$ cat src/esc_pkg.sv
/*
  Constants for the Ethernet statistics counter block: register offsets,
  counter widths, frame length bin edges and reset values.
  Assumes an APB slave with 32-bit data and word-aligned registers.
*/
// Summary of operation
// (RQ1) Good transmitted frames add their length to the transmit byte counter.
// (RQ2) Exactly 64-byte clean frames, either direction, bump the minimum bin.
// (RQ3) A carrier-loss truncated transmit of 64 bytes still counts there.
// (RQ4) CRC, alignment, code errors and overruns never block 64 or 512-1023 bins.
// (RQ5) Clean frames of 65 to 127 bytes bump the small bin.
// (RQ6) Clean frames of 128 to 255 bytes bump the medium bin.
// (RQ7) Clean frames of 256 to 511 bytes bump the mid-large bin.
// (RQ8) Clean frames of 512 to 1023 bytes bump the large bin.
// (RQ9) Clean frames 1024 to maximum receive length bump the jumbo bin.
// (RQ10) Every frame of any size adds its bytes to the network byte counter.
// (RQ11) Bytes sent before carrier loss also count as network bytes.
// (RQ12) Bytes sent before each collision count again on every retry.
// (RQ13) Half-duplex received bytes count until jam; jam bytes are excluded.
// (RQ14) Errors, overruns and underruns never affect network byte counting.
// (RQ15) Accepted frames refused at start for lack of resources are counted.
// (RQ16) Accepted frames started but starved mid-frame are counted separately.
// (RQ17) Accepted frames hitting a zero head descriptor pointer count as DMA overruns.
// (RQ18) Overrun counters ignore CRC, alignment and code errors.
// (RQ19) Each frame credits at most one bin, by exactly one.
package esc_pkg;
  localparam int CNT_W = 32;
  localparam int LEN_W = 16;
  localparam int ADDR_W = 8;
  localparam logic [CNT_W-1:0] CNT_RESET = 32'h00000000;
  localparam logic [LEN_W-1:0] MAXLEN_RESET = 16'h05EE;
  // Bin edges in bytes
  localparam logic [LEN_W-1:0] LEN_64 = 16'h0040;
  localparam logic [LEN_W-1:0] LEN_127 = 16'h007F;
  localparam logic [LEN_W-1:0] LEN_255 = 16'h00FF;
  localparam logic [LEN_W-1:0] LEN_511 = 16'h01FF;
  localparam logic [LEN_W-1:0] LEN_1023 = 16'h03FF;
  // Register byte offsets
  localparam logic [ADDR_W-1:0] OFS_TX_GOOD_BYTES = 8'h00;
  localparam logic [ADDR_W-1:0] OFS_BIN_EXACT_MIN = 8'h04;
  localparam logic [ADDR_W-1:0] OFS_BIN_SMALL = 8'h08;
  localparam logic [ADDR_W-1:0] OFS_BIN_MEDIUM = 8'h0C;
  localparam logic [ADDR_W-1:0] OFS_BIN_MID_LARGE = 8'h10;
  localparam logic [ADDR_W-1:0] OFS_BIN_LARGE = 8'h14;
  localparam logic [ADDR_W-1:0] OFS_BIN_JUMBO = 8'h18;
  localparam logic [ADDR_W-1:0] OFS_NET_BYTES = 8'h1C;
  localparam logic [ADDR_W-1:0] OFS_RX_START_OVR = 8'h20;
  localparam logic [ADDR_W-1:0] OFS_RX_MIDDLE_OVR = 8'h24;
  localparam logic [ADDR_W-1:0] OFS_RX_DMA_OVR = 8'h28;
  localparam logic [ADDR_W-1:0] OFS_MAX_RX_LEN = 8'h2C;
  localparam logic [ADDR_W-1:0] OFS_CONTROL = 8'h30;
  // Control register fields
  localparam int CTL_HALF_DUPLEX = 0;
  localparam int CTL_CLEAR_ALL = 1;
endpackage : esc_pkg

$ cat src/esc_stats.sv
/*
  Ethernet MAC statistics counters with an APB register slave.
  Assumes the MAC transmit and receive paths report each finished frame, each
  aborted attempt and each byte on the wire as one-cycle pulses on pclk.
*/
`timescale 1ns/1ps
module esc_stats
(
  // APB
  input wire logic pclk,
  input wire logic presetn,
  input wire logic psel,
  input wire logic penable,
  input wire logic pwrite,
  input wire logic [7:0] paddr,
  input wire logic [31:0] pwdata,
  output logic [31:0] prdata,
  output logic pready,
  output logic pslverr,
  // Transmit frame end report
  input wire logic tx_done,
  input wire logic [15:0] tx_len,
  input wire logic tx_late_coll,
  input wire logic tx_excess_coll,
  input wire logic tx_carrier_loss,
  input wire logic tx_underrun,
  // Receive frame end report
  input wire logic rx_done,
  input wire logic [15:0] rx_len,
  input wire logic rx_addr_match,
  // Byte activity on the wire
  input wire logic tx_byte,
  input wire logic tx_jam,
  input wire logic rx_byte,
  input wire logic rx_jam_sent,
  // Receive resource events
  input wire logic rx_start_overrun,
  input wire logic rx_middle_overrun,
  input wire logic rx_dma_head_zero,
  // Status
  output logic half_duplex
);

  logic [31:0] tx_good_byte_count_q;
  logic [31:0] bin_exact_min_frames_q;
  logic [31:0] bin_small_frames_q;
  logic [31:0] bin_medium_frames_q;
  logic [31:0] bin_mid_large_frames_q;
  logic [31:0] bin_large_frames_q;
  logic [31:0] bin_jumbo_frames_q;
  logic [31:0] network_byte_count_q;
  logic [31:0] rx_start_overrun_count_q;
  logic [31:0] rx_middle_overrun_count_q;
  logic [31:0] rx_dma_overrun_count_q;
  logic [15:0] max_receive_length_q;
  logic half_duplex_q;
  logic jam_block_q;
  logic clear_all;
  logic wr_en;
  logic rd_en;
  logic addr_ok;

  // Frame classification
  logic tx_clean;
  logic tx_bin_ok;
  logic [15:0] bin_len;
  logic bin_valid;
  logic [5:0] bin_hit;
  logic net_inc;
  logic rx_net_ok;

  assign wr_en = psel && penable && pwrite;
  assign rd_en = psel && penable && !pwrite;
  assign pready = 1'b1;
  assign half_duplex = half_duplex_q;
  assign clear_all = wr_en && (paddr == esc_pkg::OFS_CONTROL) && pwdata[esc_pkg::CTL_CLEAR_ALL];

  always_comb
  begin
    case (paddr)
      esc_pkg::OFS_TX_GOOD_BYTES, esc_pkg::OFS_BIN_EXACT_MIN, esc_pkg::OFS_BIN_SMALL,
      esc_pkg::OFS_BIN_MEDIUM, esc_pkg::OFS_BIN_MID_LARGE, esc_pkg::OFS_BIN_LARGE,
      esc_pkg::OFS_BIN_JUMBO, esc_pkg::OFS_NET_BYTES, esc_pkg::OFS_RX_START_OVR,
      esc_pkg::OFS_RX_MIDDLE_OVR, esc_pkg::OFS_RX_DMA_OVR, esc_pkg::OFS_MAX_RX_LEN,
      esc_pkg::OFS_CONTROL: addr_ok = 1'b1;
      default: addr_ok = 1'b0;
    endcase
  end

  // Unmapped addresses answer with an error in the same cycle
  assign pslverr = psel && penable && !addr_ok;

  // Carrier loss does not stop a truncated 64-byte transmit from binning
  assign tx_clean = !tx_late_coll && !tx_excess_coll && !tx_carrier_loss && !tx_underrun; // RQ1
  assign tx_bin_ok = !tx_late_coll && !tx_excess_coll && !tx_underrun
                     && (!tx_carrier_loss || tx_len == esc_pkg::LEN_64); // RQ2 RQ3

  // Transmit has priority on a shared bin cycle; receive is credited a cycle later
  logic rx_pend_q;
  logic [15:0] rx_pend_len_q;
  logic bin_from_rx;
  assign bin_from_rx = !(tx_done && tx_bin_ok);

  always_comb
  begin
    bin_len = 16'h0000;
    bin_valid = 1'b0;
    if (tx_done && tx_bin_ok)
    begin
      bin_len = tx_len;
      bin_valid = 1'b1;
    end
    else if (rx_pend_q)
    begin
      // Receive errors are not inputs here on purpose
      bin_len = rx_pend_len_q; // RQ4
      bin_valid = 1'b1;
    end
  end

  always_ff @(posedge pclk or negedge presetn)
  begin
    if (!presetn)
    begin
      rx_pend_q <= 1'b0;
      rx_pend_len_q <= 16'h0000;
    end
    else if (rx_done && rx_addr_match)
    begin
      rx_pend_q <= 1'b1;
      rx_pend_len_q <= rx_len;
    end
    else if (bin_from_rx)
    begin
      rx_pend_q <= 1'b0;
    end
  end

  // One-hot: each frame lands in at most one bin
  always_comb
  begin
    bin_hit = 6'h00;
    if (bin_valid) // RQ19
    begin
      if (bin_len == esc_pkg::LEN_64)
        bin_hit[0] = 1'b1; // RQ2
      else if (bin_len > esc_pkg::LEN_64 && bin_len <= esc_pkg::LEN_127)
        bin_hit[1] = 1'b1; // RQ5
      else if (bin_len > esc_pkg::LEN_127 && bin_len <= esc_pkg::LEN_255)
        bin_hit[2] = 1'b1; // RQ6
      else if (bin_len > esc_pkg::LEN_255 && bin_len <= esc_pkg::LEN_511)
        bin_hit[3] = 1'b1; // RQ7
      else if (bin_len > esc_pkg::LEN_511 && bin_len <= esc_pkg::LEN_1023)
        bin_hit[4] = 1'b1; // RQ8
      else if (bin_len > esc_pkg::LEN_1023 && bin_len <= max_receive_length_q)
        bin_hit[5] = 1'b1; // RQ9
    end
  end

  // Network bytes: every wire byte, jam excluded, receive stops after flow-control jam in half duplex
  assign rx_net_ok = rx_byte && !(half_duplex_q && jam_block_q); // RQ13
  assign net_inc = (tx_byte && !tx_jam) || rx_net_ok; // RQ10 RQ11 RQ12 RQ14

  always_ff @(posedge pclk or negedge presetn)
  begin
    if (!presetn)
      jam_block_q <= 1'b0;
    else if (rx_jam_sent)
      jam_block_q <= 1'b1; // RQ13
    else if (rx_done)
      jam_block_q <= 1'b0;
  end

  // Configuration
  always_ff @(posedge pclk or negedge presetn)
  begin
    if (!presetn)
    begin
      max_receive_length_q <= esc_pkg::MAXLEN_RESET;
      half_duplex_q <= 1'b0;
    end
    else if (wr_en && paddr == esc_pkg::OFS_MAX_RX_LEN)
      max_receive_length_q <= pwdata[15:0];
    else if (wr_en && paddr == esc_pkg::OFS_CONTROL)
      half_duplex_q <= pwdata[esc_pkg::CTL_HALF_DUPLEX];
  end

  // Transmit good byte count
  always_ff @(posedge pclk or negedge presetn)
  begin
    if (!presetn)
      tx_good_byte_count_q <= esc_pkg::CNT_RESET;
    else if (tx_done && tx_clean)
      tx_good_byte_count_q <= tx_good_byte_count_q + {16'h0000, tx_len}; // RQ1
    else if (clear_all)
      tx_good_byte_count_q <= esc_pkg::CNT_RESET;
  end

  // Bin counters; an event in a clear cycle wins
  always_ff @(posedge pclk or negedge presetn)
  begin
    if (!presetn)
    begin
      bin_exact_min_frames_q <= esc_pkg::CNT_RESET;
      bin_small_frames_q <= esc_pkg::CNT_RESET;
      bin_medium_frames_q <= esc_pkg::CNT_RESET;
      bin_mid_large_frames_q <= esc_pkg::CNT_RESET;
      bin_large_frames_q <= esc_pkg::CNT_RESET;
      bin_jumbo_frames_q <= esc_pkg::CNT_RESET;
    end
    else
    begin
      if (bin_hit[0])
        bin_exact_min_frames_q <= bin_exact_min_frames_q + 32'h00000001; // RQ19
      else if (clear_all)
        bin_exact_min_frames_q <= esc_pkg::CNT_RESET;
      if (bin_hit[1])
        bin_small_frames_q <= bin_small_frames_q + 32'h00000001;
      else if (clear_all)
        bin_small_frames_q <= esc_pkg::CNT_RESET;
      if (bin_hit[2])
        bin_medium_frames_q <= bin_medium_frames_q + 32'h00000001;
      else if (clear_all)
        bin_medium_frames_q <= esc_pkg::CNT_RESET;
      if (bin_hit[3])
        bin_mid_large_frames_q <= bin_mid_large_frames_q + 32'h00000001;
      else if (clear_all)
        bin_mid_large_frames_q <= esc_pkg::CNT_RESET;
      if (bin_hit[4])
        bin_large_frames_q <= bin_large_frames_q + 32'h00000001;
      else if (clear_all)
        bin_large_frames_q <= esc_pkg::CNT_RESET;
      if (bin_hit[5])
        bin_jumbo_frames_q <= bin_jumbo_frames_q + 32'h00000001;
      else if (clear_all)
        bin_jumbo_frames_q <= esc_pkg::CNT_RESET;
    end
  end

  always_ff @(posedge pclk or negedge presetn)
  begin
    if (!presetn)
      network_byte_count_q <= esc_pkg::CNT_RESET;
    else if (net_inc)
      network_byte_count_q <= network_byte_count_q + {31'h00000000, tx_byte && !tx_jam}
                              + {31'h00000000, rx_net_ok}; // RQ10
    else if (clear_all)
      network_byte_count_q <= esc_pkg::CNT_RESET;
  end

  // Overrun counters take only accepted frames; receive errors are not inputs
  always_ff @(posedge pclk or negedge presetn)
  begin
    if (!presetn)
    begin
      rx_start_overrun_count_q <= esc_pkg::CNT_RESET;
      rx_middle_overrun_count_q <= esc_pkg::CNT_RESET;
      rx_dma_overrun_count_q <= esc_pkg::CNT_RESET;
    end
    else
    begin
      if (rx_start_overrun && rx_addr_match)
        rx_start_overrun_count_q <= rx_start_overrun_count_q + 32'h00000001; // RQ15 RQ18
      else if (clear_all)
        rx_start_overrun_count_q <= esc_pkg::CNT_RESET;
      if (rx_middle_overrun && rx_addr_match)
        rx_middle_overrun_count_q <= rx_middle_overrun_count_q + 32'h00000001; // RQ16
      else if (clear_all)
        rx_middle_overrun_count_q <= esc_pkg::CNT_RESET;
      if (rx_dma_head_zero && rx_addr_match)
        rx_dma_overrun_count_q <= rx_dma_overrun_count_q + 32'h00000001; // RQ17
      else if (clear_all)
        rx_dma_overrun_count_q <= esc_pkg::CNT_RESET;
    end
  end

  // Read data from flip-flops, taken at the edge ending the setup phase
  always_ff @(posedge pclk or negedge presetn)
  begin
    if (!presetn)
      prdata <= 32'h00000000;
    else if (psel && !penable && !pwrite)
    begin
      case (paddr)
        esc_pkg::OFS_TX_GOOD_BYTES: prdata <= tx_good_byte_count_q;
        esc_pkg::OFS_BIN_EXACT_MIN: prdata <= bin_exact_min_frames_q;
        esc_pkg::OFS_BIN_SMALL: prdata <= bin_small_frames_q;
        esc_pkg::OFS_BIN_MEDIUM: prdata <= bin_medium_frames_q;
        esc_pkg::OFS_BIN_MID_LARGE: prdata <= bin_mid_large_frames_q;
        esc_pkg::OFS_BIN_LARGE: prdata <= bin_large_frames_q;
        esc_pkg::OFS_BIN_JUMBO: prdata <= bin_jumbo_frames_q;
        esc_pkg::OFS_NET_BYTES: prdata <= network_byte_count_q;
        esc_pkg::OFS_RX_START_OVR: prdata <= rx_start_overrun_count_q;
        esc_pkg::OFS_RX_MIDDLE_OVR: prdata <= rx_middle_overrun_count_q;
        esc_pkg::OFS_RX_DMA_OVR: prdata <= rx_dma_overrun_count_q;
        esc_pkg::OFS_MAX_RX_LEN: prdata <= {16'h0000, max_receive_length_q};
        esc_pkg::OFS_CONTROL: prdata <= {31'h00000000, half_duplex_q};
        default: prdata <= 32'h00000000;
      endcase
    end
  end

  // Byte counters
  a_tx_good_bytes: assert property (@(posedge pclk) disable iff (!presetn) // RQ1
    (tx_done && tx_clean) |=> tx_good_byte_count_q == $past(tx_good_byte_count_q) + {16'h0000, $past(tx_len)})
    else $error("good transmit bytes not added");
  a_tx_bad_no_bytes: assert property (@(posedge pclk) disable iff (!presetn) // RQ1
    (tx_done && !tx_clean && !clear_all) |=> $stable(tx_good_byte_count_q))
    else $error("faulty transmit counted");
  a_net_jam: assert property (@(posedge pclk) disable iff (!presetn) // RQ13
    (tx_jam && !rx_byte && !clear_all) |=> $stable(network_byte_count_q))
    else $error("jam byte counted");
  a_net_rx_block: assert property (@(posedge pclk) disable iff (!presetn) // RQ13
    (half_duplex_q && jam_block_q && rx_byte && !tx_byte && !clear_all) |=> $stable(network_byte_count_q))
    else $error("receive byte counted after flow-control jam");
  a_net_tx_byte: assert property (@(posedge pclk) disable iff (!presetn) // RQ11
    (tx_byte && !tx_jam && !rx_byte) |=> network_byte_count_q == $past(network_byte_count_q) + 32'h00000001)
    else $error("transmit byte not counted");
  a_net_both: assert property (@(posedge pclk) disable iff (!presetn) // RQ10
    (tx_byte && !tx_jam && rx_byte && !half_duplex_q)
    |=> network_byte_count_q == $past(network_byte_count_q) + 32'h00000002)
    else $error("simultaneous transmit and receive bytes not both counted");

  // Length bins
  a_bin_onehot: assert property (@(posedge pclk) disable iff (!presetn) $onehot0(bin_hit)) // RQ19
    else $error("frame credited to more than one bin");
  a_bin_idle: assert property (@(posedge pclk) disable iff (!presetn) // RQ19
    (!bin_valid && !clear_all) |=> $stable(bin_small_frames_q) && $stable(bin_jumbo_frames_q))
    else $error("bin moved without a frame");
  a_bin64_tx: assert property (@(posedge pclk) disable iff (!presetn) // RQ3
    (tx_done && tx_len == esc_pkg::LEN_64 && !tx_late_coll && !tx_excess_coll && !tx_underrun)
    |=> bin_exact_min_frames_q == $past(bin_exact_min_frames_q) + 32'h00000001)
    else $error("64-byte transmit not binned");
  a_bin64_rx: assert property (@(posedge pclk) disable iff (!presetn) // RQ4
    (rx_pend_q && !(tx_done && tx_bin_ok) && rx_pend_len_q == esc_pkg::LEN_64)
    |=> bin_exact_min_frames_q == $past(bin_exact_min_frames_q) + 32'h00000001)
    else $error("64-byte receive not binned");
  a_tx_carrier_bin: assert property (@(posedge pclk) disable iff (!presetn) // RQ2
    (tx_done && tx_carrier_loss && tx_len != esc_pkg::LEN_64 && !rx_pend_q && !clear_all)
    |=> $stable(bin_small_frames_q))
    else $error("carrier-loss transmit binned");
  a_bin_small_rx: assert property (@(posedge pclk) disable iff (!presetn) // RQ5
    (rx_pend_q && !tx_done && rx_pend_len_q > esc_pkg::LEN_64 && rx_pend_len_q <= esc_pkg::LEN_127)
    |=> bin_small_frames_q == $past(bin_small_frames_q) + 32'h00000001)
    else $error("small receive frame not binned");
  a_bin_medium_tx: assert property (@(posedge pclk) disable iff (!presetn) // RQ6
    (tx_done && tx_clean && tx_len > esc_pkg::LEN_127 && tx_len <= esc_pkg::LEN_255)
    |=> bin_medium_frames_q == $past(bin_medium_frames_q) + 32'h00000001)
    else $error("medium transmit frame not binned");
  a_bin_mid_large_tx: assert property (@(posedge pclk) disable iff (!presetn) // RQ7
    (tx_done && tx_clean && tx_len > esc_pkg::LEN_255 && tx_len <= esc_pkg::LEN_511)
    |=> bin_mid_large_frames_q == $past(bin_mid_large_frames_q) + 32'h00000001)
    else $error("mid-large transmit frame not binned");
  a_bin_large_tx: assert property (@(posedge pclk) disable iff (!presetn) // RQ8
    (tx_done && tx_clean && tx_len > esc_pkg::LEN_511 && tx_len <= esc_pkg::LEN_1023)
    |=> bin_large_frames_q == $past(bin_large_frames_q) + 32'h00000001)
    else $error("large transmit frame not binned");
  a_bin_jumbo_tx: assert property (@(posedge pclk) disable iff (!presetn) // RQ9
    (tx_done && tx_clean && tx_len > esc_pkg::LEN_1023 && tx_len <= max_receive_length_q)
    |=> bin_jumbo_frames_q == $past(bin_jumbo_frames_q) + 32'h00000001)
    else $error("jumbo transmit frame not binned");
  a_jumbo_limit: assert property (@(posedge pclk) disable iff (!presetn) // RQ9
    (bin_valid && bin_len > max_receive_length_q) |-> !bin_hit[5])
    else $error("oversize frame in jumbo bin");

  // Receive overruns
  a_start_ovr: assert property (@(posedge pclk) disable iff (!presetn) // RQ15
    (rx_start_overrun && rx_addr_match) |=> rx_start_overrun_count_q == $past(rx_start_overrun_count_q) + 32'h00000001)
    else $error("start overrun missed");
  a_start_unmatched: assert property (@(posedge pclk) disable iff (!presetn) // RQ15
    (rx_start_overrun && !rx_addr_match && !clear_all) |=> $stable(rx_start_overrun_count_q))
    else $error("unmatched start overrun counted");
  a_middle_ovr: assert property (@(posedge pclk) disable iff (!presetn) // RQ16
    (rx_middle_overrun && rx_addr_match)
    |=> rx_middle_overrun_count_q == $past(rx_middle_overrun_count_q) + 32'h00000001)
    else $error("middle overrun missed");
  a_dma_ovr: assert property (@(posedge pclk) disable iff (!presetn) // RQ17
    (rx_dma_head_zero && rx_addr_match) |=> rx_dma_overrun_count_q == $past(rx_dma_overrun_count_q) + 32'h00000001)
    else $error("dma overrun missed");
  a_dma_unmatched: assert property (@(posedge pclk) disable iff (!presetn) // RQ17
    (rx_dma_head_zero && !rx_addr_match && !clear_all) |=> $stable(rx_dma_overrun_count_q))
    else $error("unmatched dma overrun counted");

endmodule : esc_stats

$ cat config.mk
export PLATFORM = sky130hd
export DESIGN_NAME = esc_stats
export DESIGN_NICKNAME = d
export VERILOG_FILES = /design/src/esc_pkg.sv /design/src/esc_stats.sv
export SDC_FILE = /design/constraint.sdc
export NUM_CORES = 1
export LEC_CHECK = 0
export ABC_AREA = 1
export BUFFER_PORTS_ARGS = -buffer_cell sky130_fd_sc_hd__buf_2
export CAP_MARGIN = 20
export CORE_ASPECT_RATIO = 0.6
export CORE_MARGIN = 2
export CORE_UTILIZATION = 31
export CTS_BUF_LIST = sky130_fd_sc_hd__clkbuf_4
export DETAILED_ROUTE_END_ITERATION = 8
export PLACE_DENSITY = 0.47
export SLEW_MARGIN = 10
export SYNTH_ARGS = -nofsm -noshare
export SYNTH_HDL_FRONTEND = slang
export SYNTH_SLANG_ARGS = --single-unit
$ cat constraint.sdc
create_clock -name pclk -period 2.5 [get_ports pclk]
set_clock_uncertainty 0.2 [all_clocks]
set_input_delay 0.5 -clock pclk [delete_from_list [all_inputs] [get_ports pclk]]
set_output_delay 0.5 -clock pclk [all_outputs]
set_load 0.02 [all_outputs]
==> PnR_summary.wiki <==
{| class="wikitable"
! Metric !! Value
|-
| WL/cell || 21.6 um
|-
| DR vias/cell || between 5 and 6
|-
| Die Ht || around 230 um
|-
| DRC violation total after the first TritonRoute iteration || between 3000 and 4000
|-
| GRT Total Usage || a little over a quarter
|-
| Maximum resistive drop on vdd || between 0.0003 and 0.0004 V
|-
| RSZ-0062 raised after global routing || true
|-
| CP max FO || 7
|-
| Number of nets with antenna violations after routing || 0
|-
| Outcome || finished, violations left
|-
| Sinks on Clock Net || about 420
|-
| Wire length of the first global-routing pass || between 150000 and 200000 um
|-
| Warnings from Yosys || 0
|-
| Sequential element share of the synthesized area || 38.5%
|-
| Initial antenna violation count || 4
|-
| Final cell count without fillers || 5811
|-
| Drt pass-1 iters || 5
|-
| Count of port buffers added during placement || approximately 110
|-
| Post-synth cell types || 58
|-
| Clock root cell || sky130_fd_sc_hd__clkbuf_4
|-
| Final count of negative-setup-slack endpoints || just over 40
|-
| Pwr Total || about 22000 uW
|-
| H-tree depth || 3
|-
| Num rows || 84
|-
| Hold path endpoint || half_duplex
|-
| Setup ws final || -0.215 ns
|-
| Pwr Density || 594 nW/um2
|-
| Cell total after placement || around 5500
|-
| DRT Wirelength || 125000 um
|-
| Area growth from synthesis to final layout || 33.8%
|-
| Number of global-route vias before repair || approximately 28000
|-
| Syn_area_per_cell || approximately 7 um2
|-
| Arr. time, crit path || approximately 3.4 ns
|-
| Reg2reg setup slack || -0.21 ns
|-
| Post-Synthesis Net Count || around 4000
|-
| Final HPWL from detailed placement || just under 100000 um
|-
| Instance area after placement || around 33000 um2
|-
| Number of ports placed on the die boundary || between 100 and 150
|-
| Leading area contributor after synthesis || sky130_fd_sc_hd__dfrtp_1
|-
| Fraction of final layout cells sized beyond drive strength 1 || between 20 and 25%
|-
| Overall die area || about 90000 um2
|-
| Final worst-path cycle share || 109%
|-
| Post-synthesis instance area || 27200 um2
|-
| Via count || approximately 30000
|-
| Residual DRC count || 0
|-
| Measured slew at the worst slew-check pin || just over 0.8 ns
|-
| Maxcap violations || 0
|-
| Max Clk Rate || between 300 and 400 MHz
|-
| Core area || 87300 um2
|-
| Post-synth EDFFs || 0
|-
| CP startpoint kind || register
|-
| Max Root-Sink Buffers || 3
|-
| CTS tree || built
|-
| R2r endpoint || bin_jumbo_frames_q[11]
|-
| Number of max-slew violations in the final report || 0
|-
| Worst hold path cell count || 4
|-
| Clock latency at the later pin of the worst-skew pair || around 1.1 ns
|-
| Global-route congestion overflow total || 0
|-
| Min-delay worst type || in2reg
|-
| Kind of critical path || reg2reg
|-
| Num CTS Buffers || roughly 110
|-
| Prevailing post-synth register cell || sky130_fd_sc_hd__dfrtp_1
|-
| Number of nets in the finished design || roughly 4700
|-
| Summed area of non-filler cells in the final layout || 36500 um2
|-
| Worst slew margin || between 40% and 50%
|-
| Most frequent cell after synthesis || sky130_fd_sc_hd__nand2_1
|-
| Worst flop-to-flop path startpoint || rx_pend_q
|-
| Largest net degree at the start of global routing || 82
|-
| Async set-or-reset flop fraction in the synthesized netlist || 100%
|-
| Number of fill cells || about 9200
|-
| Gate count of the mapped netlist || approximately 3800
|-
| Top post-synthesis cells by area || sky130_fd_sc_hd__dfrtp_1 (38%), sky130_fd_sc_hd__nand2_1 (12%), sky130_fd_sc_hd__inv_1 (7.3%)
|-
| Starting Density || ~31%
|-
| Final critical delay including setup and external delays || between 2 and 3 ns
|-
| Critical path required time || 3.21 ns
|-
| Most common library cells after synthesis || sky130_fd_sc_hd__nand2_1 (899), sky130_fd_sc_hd__inv_1 (527), sky130_fd_sc_hd__dfrtp_1 (411), sky130_fd_sc_hd__nand3_1 (342), sky130_fd_sc_hd__nor2_1 (319)
|-
| RePlAce Congestion || roughly 1.0
|-
| Start point of the worst hold path || pwdata[0]
|-
| FF+latch count, synth || ~420
|-
| Sort of element at the end of the critical path || register
|-
| Top cell type's share of synthesized area || about 38%
|-
| R2r worst-path depth || 16
|-
| Final Hold Fails || 0
|-
| Failing checks || negative setup slack
|-
| Clock-pin slew on the worst setup and hold paths || 0.07 ns
|-
| Floorplan die width || approximately 390 um
|-
| Static Leak || roughly 0.017 uW
|}
worst max-delay path, stage by stage, from the launching register on:
cell and delay [ns]:
sky130_fd_sc_hd__dfrtp_2 0.46, sky130_fd_sc_hd__clkbuf_16 0.18, sky130_fd_sc_hd__nand2_4 0.06, sky130_fd_sc_hd__inv_1 0.04
sky130_fd_sc_hd__nand3_1 0.08, sky130_fd_sc_hd__nand2_2 0.09, sky130_fd_sc_hd__ha_4 0.27, sky130_fd_sc_hd__nand4_1 0.15
sky130_fd_sc_hd__nor3_2 0.19, sky130_fd_sc_hd__buf_4 0.14, sky130_fd_sc_hd__nand3_1 0.07, sky130_fd_sc_hd__nand2_2 0.10
sky130_fd_sc_hd__buf_6 0.16, sky130_fd_sc_hd__nand2_8 0.12, sky130_fd_sc_hd__clkbuf_16 0.19, sky130_fd_sc_hd__nand3_1 0.06
sky130_fd_sc_hd__nand2_1 0.05
logic make-up (layout without fill, tap and decap cells):
kind of cell	count (synthesis)	in the layout	share of synthesized area (%)
AND/OR/NAND/NOR	1943	1943	31.6
buffers and inverters	662	1477	9.63
AO/OA/AOI/OAI	588	588	12.4
flip-flops	419	419	38.5
XOR/XNOR	146	146	4.69
adder cells (fa/ha/maj)	44	44	2.08
multiplexers	26	26	1.03
other	1	7	0.0138
sequential cells by signal, indices dropped and copies added (netlist names):
name                       cells
rx_middle_overrun_count_q     32
max_receive_length_q          16
rx_pend_len_q                 16
bin_large_frames_q            32
tx_good_byte_count_q          32
bin_exact_min_frames_q        32
jam_block_q                    1
half_duplex                    1
rx_dma_overrun_count_q        32
bin_mid_large_frames_q        32
bin_medium_frames_q           32
rx_pend_q                      1
prdata                        32
bin_small_frames_q            32
bin_jumbo_frames_q            32
network_byte_count_q          32
rx_start_overrun_count_q      32
timing repair:
item                                   in CTS  in global routing
endpoints found under the hold margin     613                  0
setup buffers                               1                 16
hold buffers                              116                  0
gates cloned                                0                  5
resized for setup                          47                155
setup endpoints to repair                  58                142
pin swaps                                  12                 58
cells in the final DEF (no fill, tap or decap), types with 140 or more instances in the layout:
cell type / count
sky130_fd_sc_hd__a21oi_1: 140
sky130_fd_sc_hd__dfrtp_1: 410
sky130_fd_sc_hd__o22ai_1: 161
sky130_fd_sc_hd__o21ai_0: 163
sky130_fd_sc_hd__inv_1: 512
sky130_fd_sc_hd__buf_4: 453
sky130_fd_sc_hd__nand3_1: 320
sky130_fd_sc_hd__clkbuf_4: 159
sky130_fd_sc_hd__nor2_1: 291
sky130_fd_sc_hd__nand2_1: 858
sky130_fd_sc_hd__nor3_1: 163
per-stage QoR:
stage          hold WS [ns]  util (%)  setup WS (ns)  TNS (ns)
3_3_place_gp          0.246      37.6         -0.968   -123.81
3_5_place_dp          0.245      37.6         -0.966   -125.25
2_1_floorplan       0.00441         -         -0.561    -17.36
4_1_cts             0.00192      40.8         -0.190     -4.15
6_report              0.115      41.7         -0.215     -6.70
5_1_grt              0.0528      41.7         -0.354    -15.82
report_power, final:
group          switching, uW  internal (uW)  leakage, uW
Sequential              1070           7750      0.00548
Combinational           3840           2500       0.0106
Clock                   3380           3120     0.000844
layer usage:
layer  track usage, %  share of wire, %
met5                0             0.010
met2             33.7                35
met4             5.74               1.8
met3             8.71                12
met1             44.2                51
cell type report:
| type | instances | area, um2 | area share (%) |
|---|---|---|---|
| multi-input combinational | 2748 | 14900 | 40.7 |
| sequential | 419 | 10500 | 28.8 |
| timing repair buffer | 734 | 6170 | 16.9 |
| inverter | 542 | 2050 | 5.64 |
| tap | 1161 | 1450 | 3.98 |
| clock buffer | 159 | 1190 | 3.27 |
| clock inverter | 42 | 219 | 0.601 |
| antenna | 6 | 15.0 | 0.0412 |
how the worst max path moves through the flow:
stage,startpoint,to,slack [ns],depth (start not counted)
floorplan,tx_excess_coll,bin_jumbo_frames_q[16],-0.56,23
global placement,tx_len[0],bin_jumbo_frames_q[8],-0.97,19
detailed placement,tx_len[0],bin_jumbo_frames_q[1],-0.97,19
CTS,half_duplex,network_byte_count_q[28],-0.19,15
global route,rx_pend_q,bin_jumbo_frames_q[8],-0.35,18
finish,rx_pend_q,bin_jumbo_frames_q[11],-0.21,16
(Power assumes the default switching activity.)
